`config.mk`:
```
export PLATFORM = sky130hd
export DESIGN_NAME = vcpc_pin_ctrl
export DESIGN_NICKNAME = d
export VERILOG_FILES = /design/src/core/vcpc_pin_ctrl.v
export VERILOG_INCLUDE_DIRS = /design/src /design/src/include
export SDC_FILE = /design/constraint.sdc
export NUM_CORES = 1
export LEC_CHECK = 0
export ABC_AREA = 1
export BUFFER_PORTS_ARGS = -buffer_cell sky130_fd_sc_hd__buf_2
export CORE_UTILIZATION = 45
export CTS_CLUSTER_SIZE = 8
export DETAILED_ROUTE_END_ITERATION = 6
export PLACE_DENSITY = 0.77
export SLEW_MARGIN = 10
export SYNTH_ARGS = -nofsm -noshare
export SYNTH_HDL_FRONTEND = slang
export SYNTH_SLANG_ARGS = --single-unit
```
`constraint.sdc`:
```
create_clock -name ref_clk -period 1.1 [get_ports ref_clk]
set_input_delay 0.11 -clock ref_clk [delete_from_list [all_inputs] [get_ports ref_clk]]
set_output_delay 0.11 -clock ref_clk [all_outputs]
set_load 0.01 [all_outputs]
```
`src/include/vcpc_defines.vh`:
```
`ifndef VCPC_DEFINES_VH
`define VCPC_DEFINES_VH
// ----------------------------------------
// Slave address
// ----------------------------------------
`define VCPC_ADDR_FIXED 5'h10
// ----------------------------------------
// Rate select codes, rate in 100 Hz, knee in 100 Hz
// ----------------------------------------
`define VCPC_RATE_00 8'h50
`define VCPC_RATE_01 8'h40
`define VCPC_RATE_10 8'h35
`define VCPC_RATE_11 8'h28
`define VCPC_KNEE_00 8'h22
`define VCPC_KNEE_01 8'h1B
`define VCPC_KNEE_10 8'h17
`define VCPC_KNEE_11 8'h11
// ----------------------------------------
// Line-in gain in dB
// ----------------------------------------
`define VCPC_LIG_BASE_DB 5'h06
`define VCPC_LIG_STEP_DB 5'h03
`define VCPC_LIG_TOP_DB 5'h0F
// ----------------------------------------
// Route codes
// ----------------------------------------
`define VCPC_ROUTE_OFF 2'h0
`define VCPC_ROUTE_SPK 2'h1
`define VCPC_ROUTE_ARRAY 2'h2
`define VCPC_ROUTE_OUT 2'h3
`endif

```
`src/core/vcpc_pin_ctrl.v`:
```
`timescale 1ns/1ps
`include "vcpc_defines.vh"
module vcpc_pin_ctrl
(
  input wire ref_clk, // System clock, 100 MHz
  input wire reset, // Synchronous, active high
  input wire memory_overflow_flag, // Overflow event pulse
  input wire message_end_marker, // End marker event pulse (incl. cueing)
  input wire status_read, // Status-read instruction pulse
  input wire [7:0] status_byte_in, // Status contents from core
  output reg [7:0] status_byte_out, // Captured status byte
  output reg status_valid, // Status byte ready to shift, pulse
  input wire int_n_in, // Interrupt wire level
  output wire int_n_out, // Interrupt drive value, always low
  output reg int_n_oe, // High while pulling interrupt low
  input wire ext_clk_sel, // Use external reference clock
  input wire ext_ref_clock_in, // External reference, asynchronous
  output reg clk_div2_q, // Divided reference
  output reg [7:0] sample_rate, // Sample rate, 100 Hz units
  output reg [7:0] filter_knee, // Filter knee, 100 Hz units
  input wire rate_filter_sel_hi, // Rate select bit 1
  input wire rate_filter_sel_lo, // Rate select bit 0
  input wire addr_strap_hi, // Address strap bit 1
  input wire addr_strap_lo, // Address strap bit 0
  output reg [6:0] slave_addr, // Seven-bit slave address
  input wire spk_gain_high, // Speaker gain select, 1 gives 1.6
  output reg spk_gain_is_1p6, // Speaker stage gain select
  input wire line_in_gain_hi, // Line-in gain bit 1
  input wire line_in_gain_lo, // Line-in gain bit 0
  output reg [4:0] line_in_gain_db, // Line-in gain in dB
  input wire [1:0] line_route_sel, // Line input route code
  output reg line_to_spk, // Line input to speaker
  output reg line_to_array, // Line input to array
  output reg line_to_out, // Line input to line output
  input wire mic_direct_sel, // Microphone direct path select
  output reg mic_to_preamp, // Mic into auto_gain_preamp
  output reg mic_to_outmux // Mic into line_output mux
);
// ----------------------------------------
// Interrupt latch
// ----------------------------------------
reg int_q;
wire int_n_unused;
assign int_n_out = 1'b0; // Open drain: only ever drives low
assign int_n_unused = int_n_in;
// Event wins over a same-cycle status read, so nothing is lost
always @(posedge ref_clk)
begin
  if (reset)
    int_q <= 1'b0;
  else if (memory_overflow_flag | message_end_marker)
    int_q <= 1'b1;
  else if (status_read)
    int_q <= 1'b0;
end
always @(posedge ref_clk)
begin
  if (reset)
    int_n_oe <= 1'b0;
  else
    int_n_oe <= int_q | memory_overflow_flag | message_end_marker;
end
// Status capture for the serial shifter
always @(posedge ref_clk)
begin
  if (reset)
  begin
    status_byte_out <= 8'h00;
    status_valid <= 1'b0;
  end
  else
  begin
    status_valid <= status_read;
    if (status_read)
      status_byte_out <= status_byte_in;
  end
end
// ----------------------------------------
// External reference divider
// ----------------------------------------
// Three stages; a change counts when second and third agree
reg [2:0] xsync_q;
reg xlvl_q;
always @(posedge ref_clk)
begin
  if (reset)
  begin
    xsync_q <= 3'h0;
    xlvl_q <= 1'b0;
    clk_div2_q <= 1'b0;
  end
  else
  begin
    xsync_q <= {xsync_q[1:0], ext_ref_clock_in};
    if (xsync_q[2] == xsync_q[1])
      xlvl_q <= xsync_q[1];
    // Rising edges only, so duty cycle has no effect
    if (ext_clk_sel && (xsync_q[2] == xsync_q[1]) && xsync_q[1] && !xlvl_q)
      clk_div2_q <= ~clk_div2_q;
    else if (!ext_clk_sel)
      clk_div2_q <= 1'b0;
  end
end
// ----------------------------------------
// Sample rate and filter select
// ----------------------------------------
// Filters follow the select bits in either clock mode, so the host
// must keep a valid code even while the external reference runs
always @(posedge ref_clk)
begin
  if (reset)
  begin
    sample_rate <= `VCPC_RATE_00;
    filter_knee <= `VCPC_KNEE_00;
  end
  else
  begin
    case ({rate_filter_sel_hi, rate_filter_sel_lo})
      2'h0:
      begin
        sample_rate <= `VCPC_RATE_00;
        filter_knee <= `VCPC_KNEE_00;
      end
      2'h1:
      begin
        sample_rate <= `VCPC_RATE_01;
        filter_knee <= `VCPC_KNEE_01;
      end
      2'h2:
      begin
        sample_rate <= `VCPC_RATE_10;
        filter_knee <= `VCPC_KNEE_10;
      end
      default:
      begin
        sample_rate <= `VCPC_RATE_11;
        filter_knee <= `VCPC_KNEE_11;
      end
    endcase
  end
end
// ----------------------------------------
// Slave address straps
// ----------------------------------------
// Straps are board pins, so they pass three stages like the external reference;
// a new level counts only once the second and third stages agree
reg [1:0] strap_s1_q;
reg [1:0] strap_s2_q;
reg [1:0] strap_s3_q;
reg [1:0] strap_q;
always @(posedge ref_clk)
begin
  if (reset)
  begin
    strap_s1_q <= 2'h0;
    strap_s2_q <= 2'h0;
    strap_s3_q <= 2'h0;
    strap_q <= 2'h0;
  end
  else
  begin
    strap_s1_q <= {addr_strap_hi, addr_strap_lo};
    strap_s2_q <= strap_s1_q;
    strap_s3_q <= strap_s2_q;
    if (strap_s2_q == strap_s3_q)
      strap_q <= strap_s3_q;
  end
end
// Fixed upper part never changes; read/write flag is added by the shifter
always @(posedge ref_clk)
begin
  if (reset)
    slave_addr <= {`VCPC_ADDR_FIXED, 2'h0};
  else
    slave_addr <= {`VCPC_ADDR_FIXED, strap_q};
end
// ----------------------------------------
// Line input gain
// ----------------------------------------
// Base gain plus one step per code; top code is base plus three steps
always @(posedge ref_clk)
begin
  if (reset)
    line_in_gain_db <= `VCPC_LIG_BASE_DB;
  else
  begin
    case ({line_in_gain_hi, line_in_gain_lo})
      2'h0: line_in_gain_db <= `VCPC_LIG_BASE_DB;
      2'h1: line_in_gain_db <= `VCPC_LIG_BASE_DB + `VCPC_LIG_STEP_DB;
      2'h2: line_in_gain_db <= `VCPC_LIG_BASE_DB + `VCPC_LIG_STEP_DB + `VCPC_LIG_STEP_DB;
      default: line_in_gain_db <= `VCPC_LIG_TOP_DB;
    endcase
  end
end
// ----------------------------------------
// Speaker gain and line input routing
// ----------------------------------------
// One route at a time; the off code leaves the line input unconnected
always @(posedge ref_clk)
begin
  if (reset)
  begin
    spk_gain_is_1p6 <= 1'b0;
    line_to_spk <= 1'b0;
    line_to_array <= 1'b0;
    line_to_out <= 1'b0;
  end
  else
  begin
    spk_gain_is_1p6 <= spk_gain_high;
    line_to_spk <= (line_route_sel == `VCPC_ROUTE_SPK);
    line_to_array <= (line_route_sel == `VCPC_ROUTE_ARRAY);
    line_to_out <= (line_route_sel == `VCPC_ROUTE_OUT);
  end
end
// ----------------------------------------
// Microphone path
// ----------------------------------------
// Exactly one mic path is live, so the preamp and mux never both load it
always @(posedge ref_clk)
begin
  if (reset)
  begin
    mic_to_preamp <= 1'b1;
    mic_to_outmux <= 1'b0;
  end
  else
  begin
    mic_to_preamp <= ~mic_direct_sel;
    mic_to_outmux <= mic_direct_sel;
  end
end
endmodule

```
# Yosys cells after proc, flatten, opt, wreduce, memory -nomap -nowiden
# Index checks and enable logic that the tools add are counted.
# op_classes
addsub	0
multipliers	0
div	0
magnitude_cmp	0
eq_ne	10
shift	0
mux	7
n_bitwise	5
n_reduce_logical	7
# ops
op	n
one-hot mux 7 bit (3 select lines)	1
one-hot mux 6 bit (3 select lines)	1
one-hot mux 4 bit (3 select lines)	1
== test 2 bit (second input constant)	4
== test 2 x 1 -> 1 bit (second input constant)	3
logical NOT 2 bit	2
2-to-1 mux 1 bit	4
logical AND 1 bit	3
OR 1 bit	3
== test 2 bit	1
!= test 2 x 1 -> 1 bit (second input constant)	1
NOT 1 bit	2
nonzero test 2 bit	1
== test 1 bit	1
logical NOT 1 bit	1
# totals
register_bits	58
latch_bits	0
ramBits	0
romBits	0
out_inout_bits	46
wordCells	51
n_memories	0

# Longest topological paths before layout
# Gate-level depths: netlist of run 1.
# logic_depth
ltp_word	5
depth_mapped	6
ltp_nobuf	6

# Worst setup path before layout of run 1
# Ideal clock, no wire load.
# synth_timing
path_kind	reg-to-reg
startpoint	register strap_s2_q[0]
endpoint	register strap_q[0]
t_arrival_ns	0.647
setup_slack_ns	0.339
stages_incl_launch_ff	6
path_buffers	0
synth_period_minus_slack_ns	0.761
path_cell_list	dfxtp_1 inv_1 nand2_1 nand2_1 a21oi_1 nor2_1
# synth_via
elab_chain_len	1
# synth_lines
item	line	rtl
start, declared	vcpc_pin_ctrl.v:148	reg [1:0] strap_s2_q;
start signal, assigned	vcpc_pin_ctrl.v:163	strap_s2_q <= strap_s1_q;
== test 2 bit	vcpc_pin_ctrl.v:165	if (strap_s2_q == strap_s3_q)
end signal, assigned	vcpc_pin_ctrl.v:166	strap_q <= strap_s3_q;
end, declared	vcpc_pin_ctrl.v:150	reg [1:0] strap_q;
# No other way between the ends.
# A chain may end at the register's enable or synchronous reset.

==> results of run 1 <==
per-stage QoR:
stage               cell area, sq um  util [%]  hold WS (ps)  power (mW)  setup slack [ps]
global route                    2060      65.3          51.6        3.28              14.2
detailed placement              1780      56.6           292        2.07               234
finish                          2060      65.3          38.2        3.10              54.0
floorplan                       1570         -           182        1.98               339
global placement                1780      56.6           292        2.06               256
CTS                             2060      65.3          28.5        3.13              58.1
synth_stat cells:
cell type	n
nor3_1	5
o21ai_0	9
nor2_1	37
conb_1	2
nand4_1	1
inv_2	2
a21oi_1	2
a21oi_2	1
nand2_2	1
a31oi_1	1
buf_6	3
dfxtp_1	45
buf_2	1
buf_4	14
inv_1	27
nand3_1	1
nand2_1	18
nor2_2	1
ha_1	4
logic make-up after synthesis:
logic type               count (synthesis)  synth area share, %
AND/OR/NAND/NOR                         64                 16.6
buffers and inverters                   47                 16.4
flip-flops                              45                 58.6
AO/OA/AOI/OAI                           13                 4.56
adder cells (fa/ha/maj)                  4                 3.26
other                                    2                0.489
power groups by stage:
stage | clock [mW] | sequential [mW] | combinational, mW
2_1_floorplan | 0 | 1.81 | 0.173
3_3_place_gp | 0 | 1.77 | 0.287
3_5_place_dp | 0 | 1.77 | 0.292
4_1_cts | 1.05 | 1.74 | 0.344
5_1_grt | 1.14 | 1.75 | 0.391
6_report | 1.02 | 1.74 | 0.344
state kept, by name, indices dropped and copies added, names as in the netlist, 3 cells and up:
| name | count |
|---|---|
| status_byte_out | 8 |
| filter_knee | 5 |
| line_in_gain_db | 4 |
| sample_rate | 4 |
| xsync_q | 3 |
worst min-delay path by stage:
stage | end | slack (ps) | depth (start not counted)
finish | int_q | 40 | 5
detailed placement | line_to_array | 290 | 2
global placement | filter_knee[3] | 290 | 2
CTS | int_q | 30 | 5
global route | int_q | 50 | 5
floorplan | filter_knee[2] | 180 | 1
worst max-delay path, cell delays in order:
cell and delay (ps):
dlygate4sd3_1 530, buf_2 140, inv_2 210, nand2_2 110, nor2_1 140, inv_1 50
what timing repair did:
item                                   CTS  global route
gates resized for setup                  0             0
endpoints found under the hold margin   22             0
hold buffers                            19             0
cells in the final DEF (no fill, tap or decap), types with 4 or more instances in the layout:
| cell | count |
|---|---|
| nor2_1 | 37 |
| buf_2 | 59 |
| o21ai_0 | 9 |
| nor3_1 | 5 |
| inv_1 | 27 |
| dfxtp_1 | 45 |
| clkbuf_4 | 5 |
| conb_1 | 11 |
| ha_1 | 4 |
| dlygate4sd3_1 | 19 |
| nand2_1 | 18 |
area by class of cell:
class	instances	area share, %
sequential	45	43.7
timing repair buffer	79	23.9
multi-input combinational	92	20.2
inverter	29	5.29
clock buffer	7	2.67
tap	44	2.67
clock inverter	1	1.46
metal layers:
metal / track usage [%] / up-vias / share of wire [%]
met2: 27.3 / 49 / 46
met3: 5.97 / 6 / 6.6
met5: 0 / - / 0
met4: 6.82 / 0 / 1.6
li1: - / 645 / -
met1: 17.5 / 517 / 46
==> impl_metrics.toml, run 1 <==
[power]
power.leakage_nw = 1.08
p_seq_share_pct = 56.0
p_sw_share_pct = 22.2
ir_worst_vdd_mv = 0.897
clockPowerShare_pct = 33.0
combPwrFrac_pct = 11.1
p_per_area_nw_per_um2 = 1510
p_int_mw = 2.42
power_switching_mw = 0.689

[worst_setup_path]
path_class = "primary input to flop"
r2r_cells = 6
cp_max_fo = 16
arrival_ps = 1290
rrSetupSlack_ps = 250
worstPathRequired_ps = 1350
r2r-end = "strap_q[0]"
cp-endpoint = "filter_knee[1]"
reg2reg_from = "strap_s2_q[1]"
end_kind = "flop"
startpoint_type = "primary input"
startpoint = "reset"

[timing]
fin_skew_ps = 12.6
tns_ps = 0
fin_crit_sh_pct = 95.1
max_freq_mhz = 956
setup_viol = 0
fin_crit_ps = 1050
slew_viol_final = 0
rsz0062_at_grt = "no"
hold_viol = 0

[synth]
synth_warnings = 0
yosysTopAreaCellShare_pct = 58.6
syn_inst = 175
ys_types = 19
synth.ff_latch_count = 45
synth_area_leaders = "dfxtp_1, nor2_1, buf_4"
synth_area_sq_um = 1540
synth_seq_area_share_pct = 58.6
postSynthAreaPerCell_sq_um = 8.78
synth.largest_area_cell = "dfxtp_1"

[clocking]
root_buffer = "clkbuf_4"
htreeDepth = 2
clockBufferDepth = 2
cts_buffers = 5
cts_post_setup_buffers_inserted = 0
cts_tree = "done"
clk_latency_ps = 340
clock-sinks = 45
path_clk_slew_ps = 130

[routing]
vias_per_cell = 4.10
drt_iter0_markers = 52
drc = 0
vias = 1217
postRouteAntennaNets = 0
routed_wl_microns = 2570
wire_per_inst_microns = 8.64
first_pass_iters = 4

[die]
die_h_microns = 60.4
ioPinCount = 72
die_w_microns = 60.4
rows = 20
core_sq_um = 3150
design.die.area_sq_um = 3650
start_util_pct = 48.7

[cells_and_area]
area_growth_pct = 34.0
fin_nets = 282
layout.cells.non_filler = 297
seq_area_sq_um = 901
fillers = 282
multi_input_area_sq_um = 417
num_antenna_cells = 0
drive_gt1_share_pct = 28.5

[global_routing]
grt_util_all_layers_pct = 15.8
grt_max_degree = 20
gr-total-overflow = 0
antenna_found_initial = 0
grt_pass1_wl_microns = 4220
grt_pass1_vias = 1059

[job]
maxCapViolCount = 0

[place]
hpwlAfterDp_microns = 1670
gp_congestion = 0.711
post-place-cells = 270
io_buffers = 59

[min_path]
hp-class = "primary input to flop"
hold_start = "message_end_marker"

[status]
status = "completed"
Note: power is estimated with default switching activity, not from simulation.
==> run 2: changes to the inputs <==
--- a/config.mk
+++ b/config.mk
@@ -6,9 +6,9 @@
 export SDC_FILE = /design/constraint.sdc
 export NUM_CORES = 1
 export LEC_CHECK = 0
-export ABC_AREA = 1
 export BUFFER_PORTS_ARGS = -buffer_cell sky130_fd_sc_hd__buf_2
 export CORE_UTILIZATION = 45
+export CTS_CLUSTER_DIAMETER = 150
 export CTS_CLUSTER_SIZE = 8
 export DETAILED_ROUTE_END_ITERATION = 6
 export PLACE_DENSITY = 0.77
==> run 2 against run 1 <==
Net effect:
- worst setup slack improved by 87 ps
- cell count fell by 12%
- total power decreased by 6.2%
- synthesized area fell by 0.98%
- via count decreased by 8.2%
- routed wire length rose by 1.8%
- utilization decreased by 0.28 points
- flip-flop and latch count did not move
- synthesized cell count shrank 18%
- sequential power is essentially flat
- clock skew shrank 6.8 ps
- die area down 0.94%
==> impl_metrics.toml, run 2 <==
[min_path]
min_path_cells = 2
hp-class = "primary input to flop"

[timing]
hold_viol = 0
hold_slack_ps = 14.0
max_freq_mhz = 1040
fin_crit_ps = 959
setup_viol = 0
slew_viol_final = 0
rsz0062_at_grt = "no"
tns_ps = 0
fin_skew_ps = 5.72
fin_crit_sh_pct = 87.2

[clocking]
htreeDepth = 2
path_clk_slew_ps = 120
clockBufferDepth = 2
cts_tree = "done"
clock-sinks = 45
cts_buffers = 5
root_buffer = "clkbuf_4"
clk_latency_ps = 350
cts_resized = 0
cts_post_setup_buffers_inserted = 0
holdBufCountCts = 16

[worst_setup_path]
timing.critical_path.cells = "buf_2"
max_stage_delay_ps = 360
worstPathRequired_ps = 990
cp.depth = 1
startpoint_type = "flop"
arrival_ps = 850
path_class = "flop to output port"
crit_buf_inv = 1
cp_max_fo = 3
r2r_cells = 3
crit_slowest_cell = "dfxtp_1"
end_kind = "output port"
cp_top_family = "flip-flops"

[routing]
wire_per_inst_microns = 9.97
drc = 0
vias = 1117
postRouteAntennaNets = 0
drt_iter0_markers = 15
first_pass_iters = 3
routed_wl_microns = 2610
vias_per_cell = 4.26

[die]
rows = 20
die_h_microns = 60.1
ioPinCount = 72
die_w_microns = 60.1
start_util_pct = 48.6
core_sq_um = 3130
design.die.area_sq_um = 3620

[cells_and_area]
fillers = 268
area_growth_pct = 33.7
fin_area_sq_um = 2030
num_antenna_cells = 0
largest_reg_flops = 8
final_common_cell = "buf_2"
fin_nets = 247
regMostFlops = "status_byte_out"
layout.cells.non_filler = 262
layout_common_cells = "buf_2, dfxtp_1, nor2_1, dlygate4sd3_1, nor2b_1"
reg_top3 = "status_byte_out: 8 flops, filter_knee: 5 flops"
drive_gt1_share_pct = 32.1

[status]
status = "completed"

[place]
postPlaceCellArea_sq_um = 1800
io_buffers = 59
hpwlAfterDp_microns = 1720
gp_congestion = 0.675
post-place-cells = 238

[power]
power.leakage_nw = 1.03
ir_worst_vdd_mv = 0.862
p_per_area_nw_per_um2 = 1430

[global_routing]
grt_pass1_wl_microns = 4280
antenna_found_initial = 0
gr-total-overflow = 0
grt_pass1_vias = 1056
grt_max_degree = 18
grt_util_all_layers_pct = 16.6

[synth]
synth_area_leaders = "dfxtp_1, buf_4, nor2b_1"
synth_warnings = 0
synthArstFlopShare_pct = 0
ys_types = 22
synth.most_common_cell = "dfxtp_1"
syn_inst = 143
ys.flop_type = "dfxtp_1"
postSynthAreaPerCell_sq_um = 10.6
synth_edf_count = 0
synth_area_sq_um = 1520
synth.ff_latch_count = 45
synth_common_cells = "dfxtp_1, nor2_1, buf_4, nor2b_1, mux2i_1"
yosysTopAreaCellShare_pct = 59.2
synth_seq_area_share_pct = 59.2
synth.largest_area_cell = "dfxtp_1"

[job]
maxCapViolCount = 0
-- run 2: cell count changes in the layout (fill, tap and decap cells not counted), moves of 3 or more --
cell           before  now
inv_1              27    7
nor2_1             37   18
nand2_1            18    3
nor2b_1             0   14
mux2i_1             0    8
o21ai_0             9    1
nand2b_1            0    4
nor3_1              5    1
dlygate4sd3_1      19   16
nor3b_1             0    3
xor2_1              0    3
-- run 2: routing by layer --
metal	up-vias	global-route usage (%)	wire, microns
met3	7	5.63	202
met4	0	9.97	56
met1	493	17.2	1030
li1	566	-	-
met5	-	0	0
met2	51	28.7	1320
-- run 2: cell type report --
| cell class | instances | area [sq um] | area share, % |
|---|---|---|---|
| clock buffer | 7 | 65.1 | 3.20 |
| clock inverter | 1 | 5.00 | 0.246 |
| inverter | 7 | 26.3 | 1.29 |
| multi-input combinational | 81 | 499 | 24.5 |
| sequential | 45 | 901 | 44.3 |
| tap | 44 | 55.1 | 2.71 |
| timing repair buffer | 77 | 483 | 23.7 |
-- run 2: worst paths after layout --
check | start | end | slack, ps
worst max-delay path | filter_knee[2] | sample_rate[2] | 140
worst min-delay path | mic_direct_sel | mic_to_outmux | 10
worst max register to register | strap_s3_q[1] | strap_q[0] | 180
worst min register to register | xsync_q[0] | xsync_q[1] | 450
-- run 2: cell families (layout without fill, tap and decap cells) --
logic type	after synthesis	in the layout	synth area share (%)
AND/OR/NAND/NOR	48	48	17.2
flip-flops	45	45	59.2
buffers and inverters	26	92	10.2
multiplexers	8	8	5.26
AO/OA/AOI/OAI	7	7	2.63
adder cells (fa/ha/maj)	4	4	3.29
XOR/XNOR	3	3	1.73
other	2	11	0.494
-- run 2: metrics by stage --
stage / total power [mW] / util, % / setup slack [ps]
3_3_place_gp: 2.04 / 57.7 / 213
2_1_floorplan: 1.95 / - / 238
5_1_grt: 3.08 / 65.0 / 49.0
4_1_cts: 2.94 / 65.0 / 131
3_5_place_dp: 2.05 / 57.7 / 194
6_report: 2.91 / 65.0 / 141
-- run 2: power by group --
group	switching, mW	internal, mW	leakage [nW]
combinational	0.159	0.167	0.614
clock	0.485	0.371	0.0413
sequential	0.0269	1.70	0.371
total	0.671	2.24	1.03
-- run 2: worst register-to-register path, cell delays in order, from the launching register on --
cell,delay (ps)
dfxtp_1,350
xor2_1,170
or2_0,220
a21oi_1,130
